**src/hw/ccs_consts.svh**
```systemverilog
// Constants for the complement conversion sequencer
`ifndef CCS_CONSTS_SVH
`define CCS_CONSTS_SVH

// ----------------------------------------------------------------
// Counter group geometry
// ----------------------------------------------------------------
`define CCS_DIGITS 6
`define CCS_DIGIT_W 4
`define CCS_HIGH_POS 5

// ----------------------------------------------------------------
// Digit arithmetic
// ----------------------------------------------------------------
`define CCS_NINE 4'h9
`define CCS_TEN 5'h0a
// Emitter spot for digit d is (9 - 2d) mod 10, formed as 19 - 2d
`define CCS_EMIT_BASE 5'h13

// ----------------------------------------------------------------
// Reset values
// ----------------------------------------------------------------
`define CCS_DIGIT_RESET 4'h0

`endif

```
**src/hw/ccs_pkg.sv**
```systemverilog
// Types shared by the complement conversion sequencer modules
package ccs_pkg;

    // ----------------------------------------------------------------
    // Sequencer states, one-hot
    // ----------------------------------------------------------------
    typedef enum logic [4:0] {
        CCS_IDLE    = 5'b0_0001,
        CCS_TEST    = 5'b0_0010,
        CCS_CONVERT = 5'b0_0100,
        CCS_RESTART = 5'b0_1000,
        CCS_TOTAL   = 5'b1_0000
    } ccs_state_t;

    typedef struct packed {
        ccs_state_t phase;
        logic minorHoldA;
        logic programChangeHold;
        logic convertRelayGroup;
        logic negativeConvertRelay;
        logic conversionTrigger;
        logic conversionDoneLatch;
        logic minorRestartRelay;
        logic totalRestartRelay;
        logic negativeBalanceRelay;
        logic minorProgramLevel;
        logic conversionActive;
    } ccs_seq_t;

    typedef struct packed {
        logic [3:0] digit;
        logic startMagnet;
        logic fired;
    } ccs_pos_t;

    typedef struct packed {
        logic creditSymbol;
        logic camSeen;
        logic entryMade;
    } ccs_credit_t;

endpackage : ccs_pkg

```
**src/hw/ccs_digit_position.sv**
```systemverilog
// One counter wheel position with its conversion emitter and start magnet
`include "ccs_consts.svh"

module ccs_digit_position (
    input wire logic clk,
    input wire logic reset_n,
    input wire logic load,
    input wire logic [`CCS_DIGIT_W-1:0] loadValue,
    input wire logic convertActive,
    input wire logic digitStrobe,
    input wire logic [`CCS_DIGIT_W-1:0] digitTime,
    output logic [`CCS_DIGIT_W-1:0] digit,
    output logic startMagnet
);
    import ccs_pkg::*;

    ccs_pos_t r;
    ccs_pos_t next_r;

    // Spot on which the emitter brush rests for a stored digit
    function automatic logic [3:0] emitterSpot(input logic [3:0] d);
        logic [4:0] t;
        t = `CCS_EMIT_BASE - {d, 1'b0};
        if (t >= `CCS_TEN) begin
            t = t - `CCS_TEN;
        end
        return t[3:0];
    endfunction : emitterSpot

    always_comb begin
        logic [4:0] sum;
        sum = 5'h00;
        next_r = r;
        next_r.startMagnet = 1'b0;
        // The spot follows the moving wheel, so each wheel may fire only once per window
        if (!convertActive) begin
            next_r.fired = 1'b0;
        end
        if (load) begin
            next_r.digit = loadValue;
        end else if (convertActive && !r.fired && digitStrobe && digitTime == emitterSpot(r.digit)) begin
            // Wheel advances by the impulse time, no carry between wheels
            next_r.startMagnet = 1'b1;
            next_r.fired = 1'b1;
            sum = {1'b0, r.digit} + {1'b0, digitTime};
            if (sum >= `CCS_TEN) begin
                sum = sum - `CCS_TEN;
            end
            next_r.digit = sum[3:0];
        end
    end

    always_ff @(posedge clk or negedge reset_n) begin
        if (!reset_n) begin
            r <= '0;
        end else begin
            r <= next_r;
        end
    end

    assign digit = r.digit;
    assign startMagnet = r.startMagnet;

endmodule : ccs_digit_position

```
**src/hw/ccs_credit_symbol.sv**
```systemverilog
// Credit symbol exit impulse for subtract and credit total cycles
module ccs_credit_symbol (
    input wire logic clk,
    input wire logic reset_n,
    input wire logic cardFeedCycle,
    input wire logic subtractEntry,
    input wire logic addEntry,
    input wire logic creditCam,
    input wire logic totalCycle,
    input wire logic negativeBalance,
    input wire logic totalCycleEnd,
    output logic creditSymbol
);
    import ccs_pkg::*;

    ccs_credit_t r;
    ccs_credit_t next_r;

    always_comb begin
        logic camRise;
        camRise = creditCam && !r.camSeen;
        next_r = r;
        next_r.camSeen = creditCam;
        next_r.creditSymbol = 1'b0;
        // Entry seen wins over the clear at total end
        if (totalCycleEnd) begin
            next_r.entryMade = 1'b0;
        end
        if (cardFeedCycle && (addEntry || subtractEntry)) begin
            next_r.entryMade = 1'b1;
        end
        if (camRise && cardFeedCycle && subtractEntry) begin
            next_r.creditSymbol = 1'b1;
        end
        // An untouched zero counter is not a credit balance
        if (camRise && totalCycle && negativeBalance && r.entryMade) begin
            next_r.creditSymbol = 1'b1;
        end
    end

    always_ff @(posedge clk or negedge reset_n) begin
        if (!reset_n) begin
            r <= '0;
        end else begin
            r <= next_r;
        end
    end

    assign creditSymbol = r.creditSymbol;

endmodule : ccs_credit_symbol

```
**src/hw/ccs_sequencer.sv**
```systemverilog
// Conversion cycle sequencer for a net-balance accumulating counter
`include "ccs_consts.svh"

// Behaviour
// - The first minor-program hold relays stay energized for the whole conversion cycle via a bypass.
// - The program-change hold relay stays energized during conversion via a contact shunting its cam hold.
// - Convert relays energize from trigger and late all-cycles timing, never latch, and drop with it.
// - The negative convert relay energizes from the negative-balance test in the same window, unheld.
// - Each position's start magnet fires at the digit time picked by its emitter brush spot.
// - After conversion the counter holds the true figure instead of the complement.
// - The done latch sets from trigger plus latch-pick cam and holds through the hold cam breaker.
// - While the done latch is set the trigger cannot energize again.
// - The minor restart relay energizes through minor hold once the trigger drops.
// - The total restart relay energizes through program-change hold once the trigger drops.
// - Minor program level outputs come on again after conversion for the remaining total cycle.
// - One credit impulse is emitted per card-feed cycle in which the counter subtracts.
// - A credit impulse is also given in credit total cycles via total and negative-balance relays.
// - No credit symbol is given for a zero balance with no add or subtract entry.
module ccs_sequencer (
    input wire logic clk,
    input wire logic reset_n,
    // Counter group entries
    input wire logic counterLoad,
    input wire logic [`CCS_DIGITS*`CCS_DIGIT_W-1:0] counterLoadValue,
    input wire logic cardFeedCycle,
    input wire logic addEntry,
    input wire logic subtractEntry,
    // Cycle timing cams
    input wire logic digitStrobe,
    input wire logic [`CCS_DIGIT_W-1:0] digitTime,
    input wire logic lateAllCycles,
    input wire logic latchPickCam,
    input wire logic hold_cam_breaker,
    input wire logic creditCam,
    input wire logic cycleEnd,
    // Program wiring
    input wire logic totalProgramStart,
    input wire logic negativeTestWired,
    // Relay and hub outputs
    output logic minor_hold_a,
    output logic program_change_hold,
    output logic convert_relay_group,
    output logic negative_convert_relay,
    output logic conversion_trigger,
    output logic conversion_done_latch,
    output logic minor_restart_relay,
    output logic total_restart_relay,
    output logic negative_balance_relay,
    output logic minorProgramLevel,
    output logic credit_symbol,
    output logic [`CCS_DIGITS-1:0] startMagnet,
    output logic [`CCS_DIGITS*`CCS_DIGIT_W-1:0] counterValue
);
    import ccs_pkg::*;

    // ----------------------------------------------------------------
    // State
    // ----------------------------------------------------------------
    ccs_seq_t r;
    ccs_seq_t next_r;

    logic [`CCS_DIGITS*`CCS_DIGIT_W-1:0] digits;
    logic highOrderNine;
    logic convertWindow;
    logic totalCycle;
    logic totalEnd;

    assign highOrderNine = digits[`CCS_HIGH_POS*`CCS_DIGIT_W +: `CCS_DIGIT_W] == `CCS_NINE;
    assign totalCycle = r.phase == CCS_TOTAL;
    assign totalEnd = totalCycle && cycleEnd;
    // Start magnets only see impulses while the convert relays are up
    assign convertWindow = r.convertRelayGroup;

    // ----------------------------------------------------------------
    // Counter positions
    // ----------------------------------------------------------------
    genvar g;
    generate
        for (g = 0; g < `CCS_DIGITS; g = g + 1) begin : gPos
            ccs_digit_position uPos (
                .clk(clk),
                .reset_n(reset_n),
                .load(counterLoad),
                .loadValue(counterLoadValue[g*`CCS_DIGIT_W +: `CCS_DIGIT_W]),
                .convertActive(convertWindow),
                .digitStrobe(digitStrobe),
                .digitTime(digitTime),
                .digit(digits[g*`CCS_DIGIT_W +: `CCS_DIGIT_W]),
                .startMagnet(startMagnet[g])
            );
        end
    endgenerate

    // ----------------------------------------------------------------
    // Credit symbol exit
    // ----------------------------------------------------------------
    ccs_credit_symbol uCredit (
        .clk(clk),
        .reset_n(reset_n),
        .cardFeedCycle(cardFeedCycle),
        .subtractEntry(subtractEntry),
        .addEntry(addEntry),
        .creditCam(creditCam),
        .totalCycle(totalCycle),
        .negativeBalance(r.negativeBalanceRelay),
        .totalCycleEnd(totalEnd),
        .creditSymbol(credit_symbol)
    );

    // ----------------------------------------------------------------
    // Sequencer
    // ----------------------------------------------------------------
    always_comb begin
        next_r = r;
        next_r.minorRestartRelay = 1'b0;
        next_r.totalRestartRelay = 1'b0;

        // Relays picked from the late all-cycles impulse carry no hold
        next_r.convertRelayGroup = r.conversionTrigger && lateAllCycles;
        next_r.negativeConvertRelay = r.negativeBalanceRelay && r.conversionActive
            && lateAllCycles;

        // Latch holds on its own contact through the hold cam, or while the total runs
        if (r.conversionTrigger && latchPickCam) begin
            next_r.conversionDoneLatch = 1'b1;
        end else if (totalEnd) begin
            next_r.conversionDoneLatch = 1'b0;
        end else if (!(hold_cam_breaker || r.phase != CCS_IDLE)) begin
            next_r.conversionDoneLatch = 1'b0;
        end

        unique case (r.phase)
            CCS_IDLE: begin
                if (totalProgramStart) begin
                    next_r.minorHoldA = 1'b1;
                    next_r.programChangeHold = 1'b1;
                    next_r.phase = CCS_TEST;
                end
            end
            CCS_TEST: begin
                // Nine in the high-order wheel marks a stored complement
                next_r.negativeBalanceRelay = negativeTestWired && highOrderNine;
                if (negativeTestWired && highOrderNine && !r.conversionDoneLatch) begin
                    next_r.conversionTrigger = 1'b1;
                    next_r.conversionActive = 1'b1;
                    next_r.phase = CCS_CONVERT;
                end else begin
                    next_r.minorProgramLevel = 1'b1;
                    next_r.phase = CCS_TOTAL;
                end
            end
            CCS_CONVERT: begin
                // Bypass keeps the hold relays up past their cam breakers
                next_r.minorHoldA = 1'b1;
                next_r.programChangeHold = 1'b1;
                if (cycleEnd) begin
                    next_r.conversionTrigger = 1'b0;
                    next_r.conversionActive = 1'b0;
                    next_r.phase = CCS_RESTART;
                end
            end
            CCS_RESTART: begin
                // Trigger contact is back on its closed side here
                next_r.minorRestartRelay = r.minorHoldA;
                next_r.totalRestartRelay = r.programChangeHold;
                next_r.minorProgramLevel = 1'b1;
                next_r.phase = CCS_TOTAL;
            end
            CCS_TOTAL: begin
                if (cycleEnd) begin
                    next_r.minorHoldA = 1'b0;
                    next_r.programChangeHold = 1'b0;
                    next_r.minorProgramLevel = 1'b0;
                    next_r.negativeBalanceRelay = 1'b0;
                    next_r.phase = CCS_IDLE;
                end
            end
            default: begin
                next_r = '0;
                next_r.phase = CCS_IDLE;
            end
        endcase
    end

    always_ff @(posedge clk or negedge reset_n) begin
        if (!reset_n) begin
            r <= '0;
            r.phase <= CCS_IDLE;
        end else begin
            r <= next_r;
        end
    end

    // ----------------------------------------------------------------
    // Outputs
    // ----------------------------------------------------------------
    assign minor_hold_a = r.minorHoldA;
    assign program_change_hold = r.programChangeHold;
    assign convert_relay_group = r.convertRelayGroup;
    assign negative_convert_relay = r.negativeConvertRelay;
    assign conversion_trigger = r.conversionTrigger;
    assign conversion_done_latch = r.conversionDoneLatch;
    assign minor_restart_relay = r.minorRestartRelay;
    assign total_restart_relay = r.totalRestartRelay;
    assign negative_balance_relay = r.negativeBalanceRelay;
    assign minorProgramLevel = r.minorProgramLevel;
    assign counterValue = digits;

endmodule : ccs_sequencer

```
**config.mk**
```make
export PLATFORM = sky130hd
export DESIGN_NAME = ccs_sequencer
export DESIGN_NICKNAME = d
export VERILOG_FILES = /design/src/hw/ccs_pkg.sv /design/src/hw/ccs_digit_position.sv /design/src/hw/ccs_credit_symbol.sv /design/src/hw/ccs_sequencer.sv
export VERILOG_INCLUDE_DIRS = /design/src /design/src/hw
export SDC_FILE = /design/constraint.sdc
export NUM_CORES = 1
export LEC_CHECK = 0
export ABC_AREA = 1
export BUFFER_PORTS_ARGS = -buffer_cell sky130_fd_sc_hd__buf_2
export CAP_MARGIN = 20
export CORE_ASPECT_RATIO = 2
export CORE_MARGIN = 1
export CORE_UTILIZATION = 50
export DETAILED_ROUTE_END_ITERATION = 10
export GPL_TIMING_DRIVEN = 0
export PLACE_DENSITY = 0.77
export SYNTH_ARGS = -nofsm -noshare
export SYNTH_HDL_FRONTEND = slang
export SYNTH_SLANG_ARGS = --single-unit
```
**constraint.sdc**
```tcl
create_clock -name clk -period 6.4 [get_ports clk]
set_input_delay 0.64 -clock clk [delete_from_list [all_inputs] [get_ports clk]]
set_output_delay 0.64 -clock clk [all_outputs]
set_load 0.02 [all_outputs]
```
* Word level (Yosys, flattened, before mapping)
Index checks and enable logic that the tools add are counted.
** Word-level totals
- Flip-flop bits (word level) :: 54
- Output and inout bits :: 41
- Word-level logic and storage cells :: 215
** Cells by class
- $add $sub $neg :: 24
- Magnitude comparators :: 12
- Equal/unequal tests :: 19
- Muxes and demuxes :: 65
- Bitwise gates (word level) :: 4
- Reduce and logical (&&, ||, !) cells :: 59
** Operators with widths (count)
- 4-bit 2-to-1 mux :: 24
- 5-bit by 4-bit >= comparator with 1-bit output, second input constant :: 12
- 4-bit subtractor, second input constant :: 12
- 6-bit 2-to-1 mux :: 6
- 1-bit logical AND :: 32
- 4-bit by 4-bit adder with 5-bit output :: 6
- 5-bit subtractor, first input constant :: 6
- 5-bit case mux with 5 select lines :: 1
- 4-bit equality test :: 6
- 2-bit 2-to-1 mux :: 9
- 1-bit 2-to-1 mux :: 17
- 7-bit 2-to-1 mux :: 2
- 2-bit nonzero test :: 7
- 3-bit AND reduction :: 4
- 5-bit 2-to-1 mux :: 2
- 2-bit inequality test, second input constant :: 5
- 1-bit logical NOT :: 8
- 2-bit case mux with 4 select lines :: 1
- 1-bit case mux with 3 select lines :: 2
- 3-bit OR reduction :: 2
- 5-bit by 1-bit equality test with 1-bit output, second input constant :: 1
- 5-bit by 2-bit equality test with 1-bit output, second input constant :: 1
- 5-bit by 3-bit equality test with 1-bit output, second input constant :: 1
- 5-bit by 4-bit equality test with 1-bit output, second input constant :: 1
- 10 further kinds :: 15

* Logic depth before layout (Yosys ltp)
- Depth after elaboration :: 8
- Depth in mapped cells :: 15
- Depth with buffers taken out :: 15

* Hierarchy
From an unflattened synthesis, not the netlist that was laid out.
** Unflattened totals
- Cells, all modules :: 757
- Area, all modules :: 5237.5 um^2
** Modules (own cells, without submodules)
- ccs_digit_position :: times used 6, cells an instance 109, area each 738.2 um^2, sequential area each 150.1 um^2
- ccs_sequencer :: times used 1, cells an instance 92, area each 694.4 um^2, sequential area each 326.6 um^2
- ccs_credit_symbol :: times used 1, cells an instance 11, area each 113.9 um^2, sequential area each 75.1 um^2

* Worst setup path before layout
Ideal clock, no wire load.
- Path type :: in2reg
- Start :: in digitTime[0]
- End :: reg gPos[0].uPos.r, in the netlist gPos[0].uPos.digit[1]
- Setup time :: 0.125 ns
- Arrival time :: 2.160 ns
- Data required time :: 6.275 ns
- Setup slack :: 4.115 ns
- Cell stages on the path :: 15
- Buffers on the path :: 0
- Path through :: ha_1 > fa_1 > inv_1 > nand2_1 > nand2_1 > inv_1 > ha_1 > nand2_1 > nand3_1 > nand2_1 > nand2_1 > nand2_1 > inv_1 > nand3_1 > nand3_1
** Between the ends
- Cells in the longest elaborated chain, start to end :: 5
** RTL lines
- start: declaration :: line ccs_sequencer.sv:30 : input wire logic [`CCS_DIGIT_W-1:0] digitTime,
- 4-bit by 4-bit adder with 5-bit output :: line ccs_digit_position.sv:45 : sum = {1'b0, r.digit} + {1'b0, digitTime};
- 4-bit subtractor (no line) / 5-bit by 4-bit >= comparator with 1-bit output (equally long branches)
- 4-bit 2-to-1 mux :: line ccs_digit_position.sv:46 : if (sum >= `CCS_TEN) begin
- 6-bit 2-to-1 mux :: line ccs_digit_position.sv:41 : end else if (convertActive && !r.fired && digitStrobe && digitTime == emitterSpot(r.digit)) begin
- 4-bit 2-to-1 mux :: line ccs_digit_position.sv:39 : if (load) begin
- end signal: assignment :: line ccs_digit_position.sv:57 : r <= next_r;
- end: declaration :: line ccs_digit_position.sv:17 : ccs_pos_t r;
Parallel ways exist; a longest one is shown, timed or not. The select of a mux whose other input is x is not followed.
A chain may end at the register's enable or synchronous reset.

* Worst setup path after layout
Ends and elaborated chain as after synthesis.

==> impl_summary.txt <==
----------------------------------------------------
[Clock tree]
  TritonCTS buffer count ... 5
  Post-CTS Setup Inserts ... 0
  CTS H-tree lvls ... 2
  Clk sinks ... 52
  TritonCTS clock tree ... built
  Insertion delay to the later sink of the worst-skew pair ... 0.30 ns
  Hold bufs inserted after CTS ... 0
  CTS resizes ... 0
  Clock input transition at the sequential cells of the worst setup and hold paths ... 0.07 ns
  Clock tree root buffer cell ... clkbuf_16
  Clock buffer depth ... 2

[Finish]
  Share of cells above drive strength 1 ... 0.176
  Final layout net count ... 904
  Post-layout instance count excluding filler cells ... 918
  Utilization of the core after routing ... 0.592
  Area growth, synth to finish ... 14.8%
  N_diodes ... 0
  Summed area of non-filler cells in the final layout ... approximately 5500 um^2

[Setup path]
  Depth of the worst register-to-register path ... 15
  Endpoint arrival time on the critical path ... 2.65 ns
  Reg-to-reg slack, setup ... a little over 4 ns
  R2R Path Start ... gPos[0].uPos.digit[0]
  Critical path start-end classification ... primary input to flop
  Crit path capture type ... flop
  Cell type with the highest occurrence count on the critical path ... nand2_1
  Critical path cell sequence ... buf_2, ha_1, fa_1, inv_1, nand2_1, nand2_1, inv_1, ha_1, nand2_1, nand3_1, nand2_1, nand2_1, nand2_1, inv_1, nand3_1, nand3_1
  Startpoint types ... primary input
  Crit Reg-Reg Endpoint ... gPos[0].uPos.digit[1]
  Biggest fanout along the worst timing path ... 8
  Critical path data required time ... 6.58 ns
  Cell with the biggest individual delay on the critical path ... fa_1
  Peak per-stage delay on the critical path ... 0.43 ns

[Placed design]
  Half-perimeter wire length after detailed placement ... around 9900 um
  Post-placement cell count ... between 900 and 1000
  Worst slack at placement ... about 3.6 ns
  Quantity of I/O buffers inserted on ports ... 82
  Placed instance area ... approximately 5400 um^2
  Routability congestion estimate from global placement ... 0.913

[Routing]
  Routed length per placed instance ... between 10 and 15 um
  Routed wire length ... between 10000 and 15000 um
  Total via count in the routed design ... 4929
  Final ANT Viol Nets ... 0
  Iteration-0 DRC count of the detailed router ... 263
  DR DRC count ... 5
  Post-detailed-route via-to-cell ratio ... approximately 5.4
  Number of detailed-route iterations in the first pass ... 8

[Yosys]
  Sequential cell area fraction in the yosys report ... 0.271
  Cell types with the largest area share after synthesis ... dfrtp_1 27%, nand2_1 18%, nand3_1 13%
  Fraction of synthesized cell area taken by the top area cell type ... 0.265
  Largest area contributor in the netlist ... dfrtp_1
  Avg Inst Size Synth ... 6.65 um^2
  Cell area after synthesis ... 4810 um^2
  Most used standard cell by instance count after synthesis ... nand2_1
  Number of storage elements in the synthesis netlist ... between 50 and 60
  Net count after synthesis ... 814
  Ys Warns ... 0
  Number of instances in the synthesized netlist ... around 720
  Async set-or-reset flop fraction in the synthesized netlist ... 1.00
  Post-synth EDFFs ... 0
  Primary FF master, synth ... dfrtp_1
  Top cells by count, synth ... 232 x nand2_1, 123 x nand3_1, 106 x inv_1, 51 x dfrtp_1, 43 x ha_1
  Post-synth cell types ... 34

[Timing]
  Worst Tran Pin Value ... 0.670 ns
  Maximum clock frequency ... roughly 410 MHz
  Final critical-path share of the clock period ... 0.386
  Slew Limit Headroom ... 0.554
  Setup repair after global routing missed its margin ... no
  Finish-stage setup viols ... 0
  Final sum of negative setup slack ... 0 ns
  Number of hold violations in the final report ... 0
  Clk_skew ... approximately 0.0084 ns
  Final critical-path setup slack ... 3.93 ns
  Number of pins exceeding their max-slew limit in the final report ... 0
  Tmin final ... ~2.5 ns

[Hold path]
  Worst hold path type ... primary input to asynchronous set/reset pin

[Global route]
  GRT Residual Overflow ... 0
  Gr usage total ... 0.261
  Wire length of the first global-routing pass ... 20800 um
  Initial antenna violation count ... 0
  Number of global-route vias before repair ... approximately 4900
  Maximum number of pins on one net before global-route repair ... 38

[Floorplan]
  IO Count ... 83
  Initial Util ... 0.516
  Row count ... 50
  Floorplan die area ... about 10000 um^2
  Die height ... 141 um
  Placeable core region ... 9320 um^2
  Horizontal die dimension ... 71.3 um

[Power]
  Proportion of power drawn by the clock network ... 0.216
  Net switching fraction of the power ... 0.424
  Internal power component ... 0.750 mW
  PD cells ... 236 nW/um^2
  Portion of total power attributed to combinational logic ... 0.468
  Proportion of power drawn by flip-flops and latches ... 0.316
  Max VDD drop ... 0.000260 V
  Net switching power ... 0.553 mW
  Leakage component of the power ... ~3.3 nW

[Status]
  Outcome ... finished with violations
  Violated checks ... DRC

[Job]
  Number of maximum-capacitance constraint violations ... 0

----------------------------------------------------
cell families after synthesis:
group,share of synthesized area
AO/OA/AOI/OAI,0.0494
XOR/XNOR,0.0213
buffers and inverters,0.146
AND/OR/NAND/NOR,0.376
adder cells (fa/ha/maj),0.137
flip-flops,0.271
sequential cells by signal, summed over array words and instances (netlist names):
name,cells
uCredit.creditSymbol,1
minor_restart_relay,1
negative_convert_relay,1
gPos.uPos.digit,24
r,6
convert_relay_group,1
minor_hold_a,1
conversion_done_latch,1
negative_balance_relay,1
gPos.uPos.startMagnet,6
uCredit.r,2
minorProgramLevel,1
gPos.uPos.r,6
power by group through the flow:
stage | logic [mW] | clock network [mW] | registers, mW
after floorplan | 0.442 | 0 | 0.421
after global placement | 0.573 | 0 | 0.416
after detailed placement | 0.605 | 0 | 0.418
after CTS | 0.609 | 0.282 | 0.412
after global routing | 0.693 | 0.294 | 0.418
final | 0.610 | 0.282 | 0.412
placed cells by master (no fill, tap or decap), types with 2 or more instances in the layout:
cell type / synthesis / routed
clkbuf_16: 0 / 5
inv_1: 106 / 106
nand2_1: 232 / 232
nor2_2: 4 / 4
buf_2: 2 / 84
a21oi_1: 16 / 16
o21ai_0: 10 / 10
ha_1: 43 / 43
nor2_1: 39 / 39
buf_4: 33 / 33
dfrtp_1: 51 / 51
xor2_1: 8 / 8
xor2_2: 2 / 2
nand3_2: 3 / 3
nor2_4: 2 / 2
o21ai_1: 8 / 8
nand3_1: 123 / 123
o21bai_1: 3 / 3
clkbuf_1: 6 / 6
clkinv_2: 0 / 2
fa_1: 6 / 6
inv_2: 2 / 2
nand4_1: 11 / 11
through the flow:
stage,total power [mW],hold slack [ns]
detailed placement,1.02,0.411
global placement,0.989,0.396
floorplan,0.863,0.344
finish,1.30,0.265
CTS,1.30,0.277
global route,1.41,0.298
worst max-delay path, delay by kind of cell:
kind	cells	cell delay, ns
adders and majority gates	3	0.91
and+or+nand+nor	9	0.75
buffers and inverters	4	0.37
worst max path at each step:
stage / startpoint / to / slack [ns] / depth (start not counted)
after global placement: digitTime[0] / gPos[0].uPos.digit[1] / 3.75 / 16
after CTS: digitTime[0] / gPos[0].uPos.digit[1] / 3.94 / 16
final: digitTime[0] / gPos[0].uPos.digit[1] / 3.93 / 16
after detailed placement: digitTime[0] / gPos[0].uPos.digit[1] / 3.62 / 16
after floorplan: digitTime[0] / gPos[0].uPos.digit[1] / 4.11 / 15
after global routing: digitTime[0] / gPos[0].uPos.digit[1] / 3.71 / 16
cell type report:
type,count,area (um^2)
Clock inverter,2,10.0
Fill cell,862,3800
Clock buffer,6,139
Tap cell,104,130
Timing Repair Buffer,83,430
Inverter,109,409
Buffer,42,292
Multi-Input combinational cell,520,2810
Sequential cell,52,1300
per-layer routing:
layer	global-route usage	wire length [um]	vias up
li1	-	-	2463
met1	0.253	4530	2268
met2	0.498	6780	143
met3	0.0365	505	55
met4	0.167	665	0
met5	0	0	-
(Power assumes the default switching activity.)
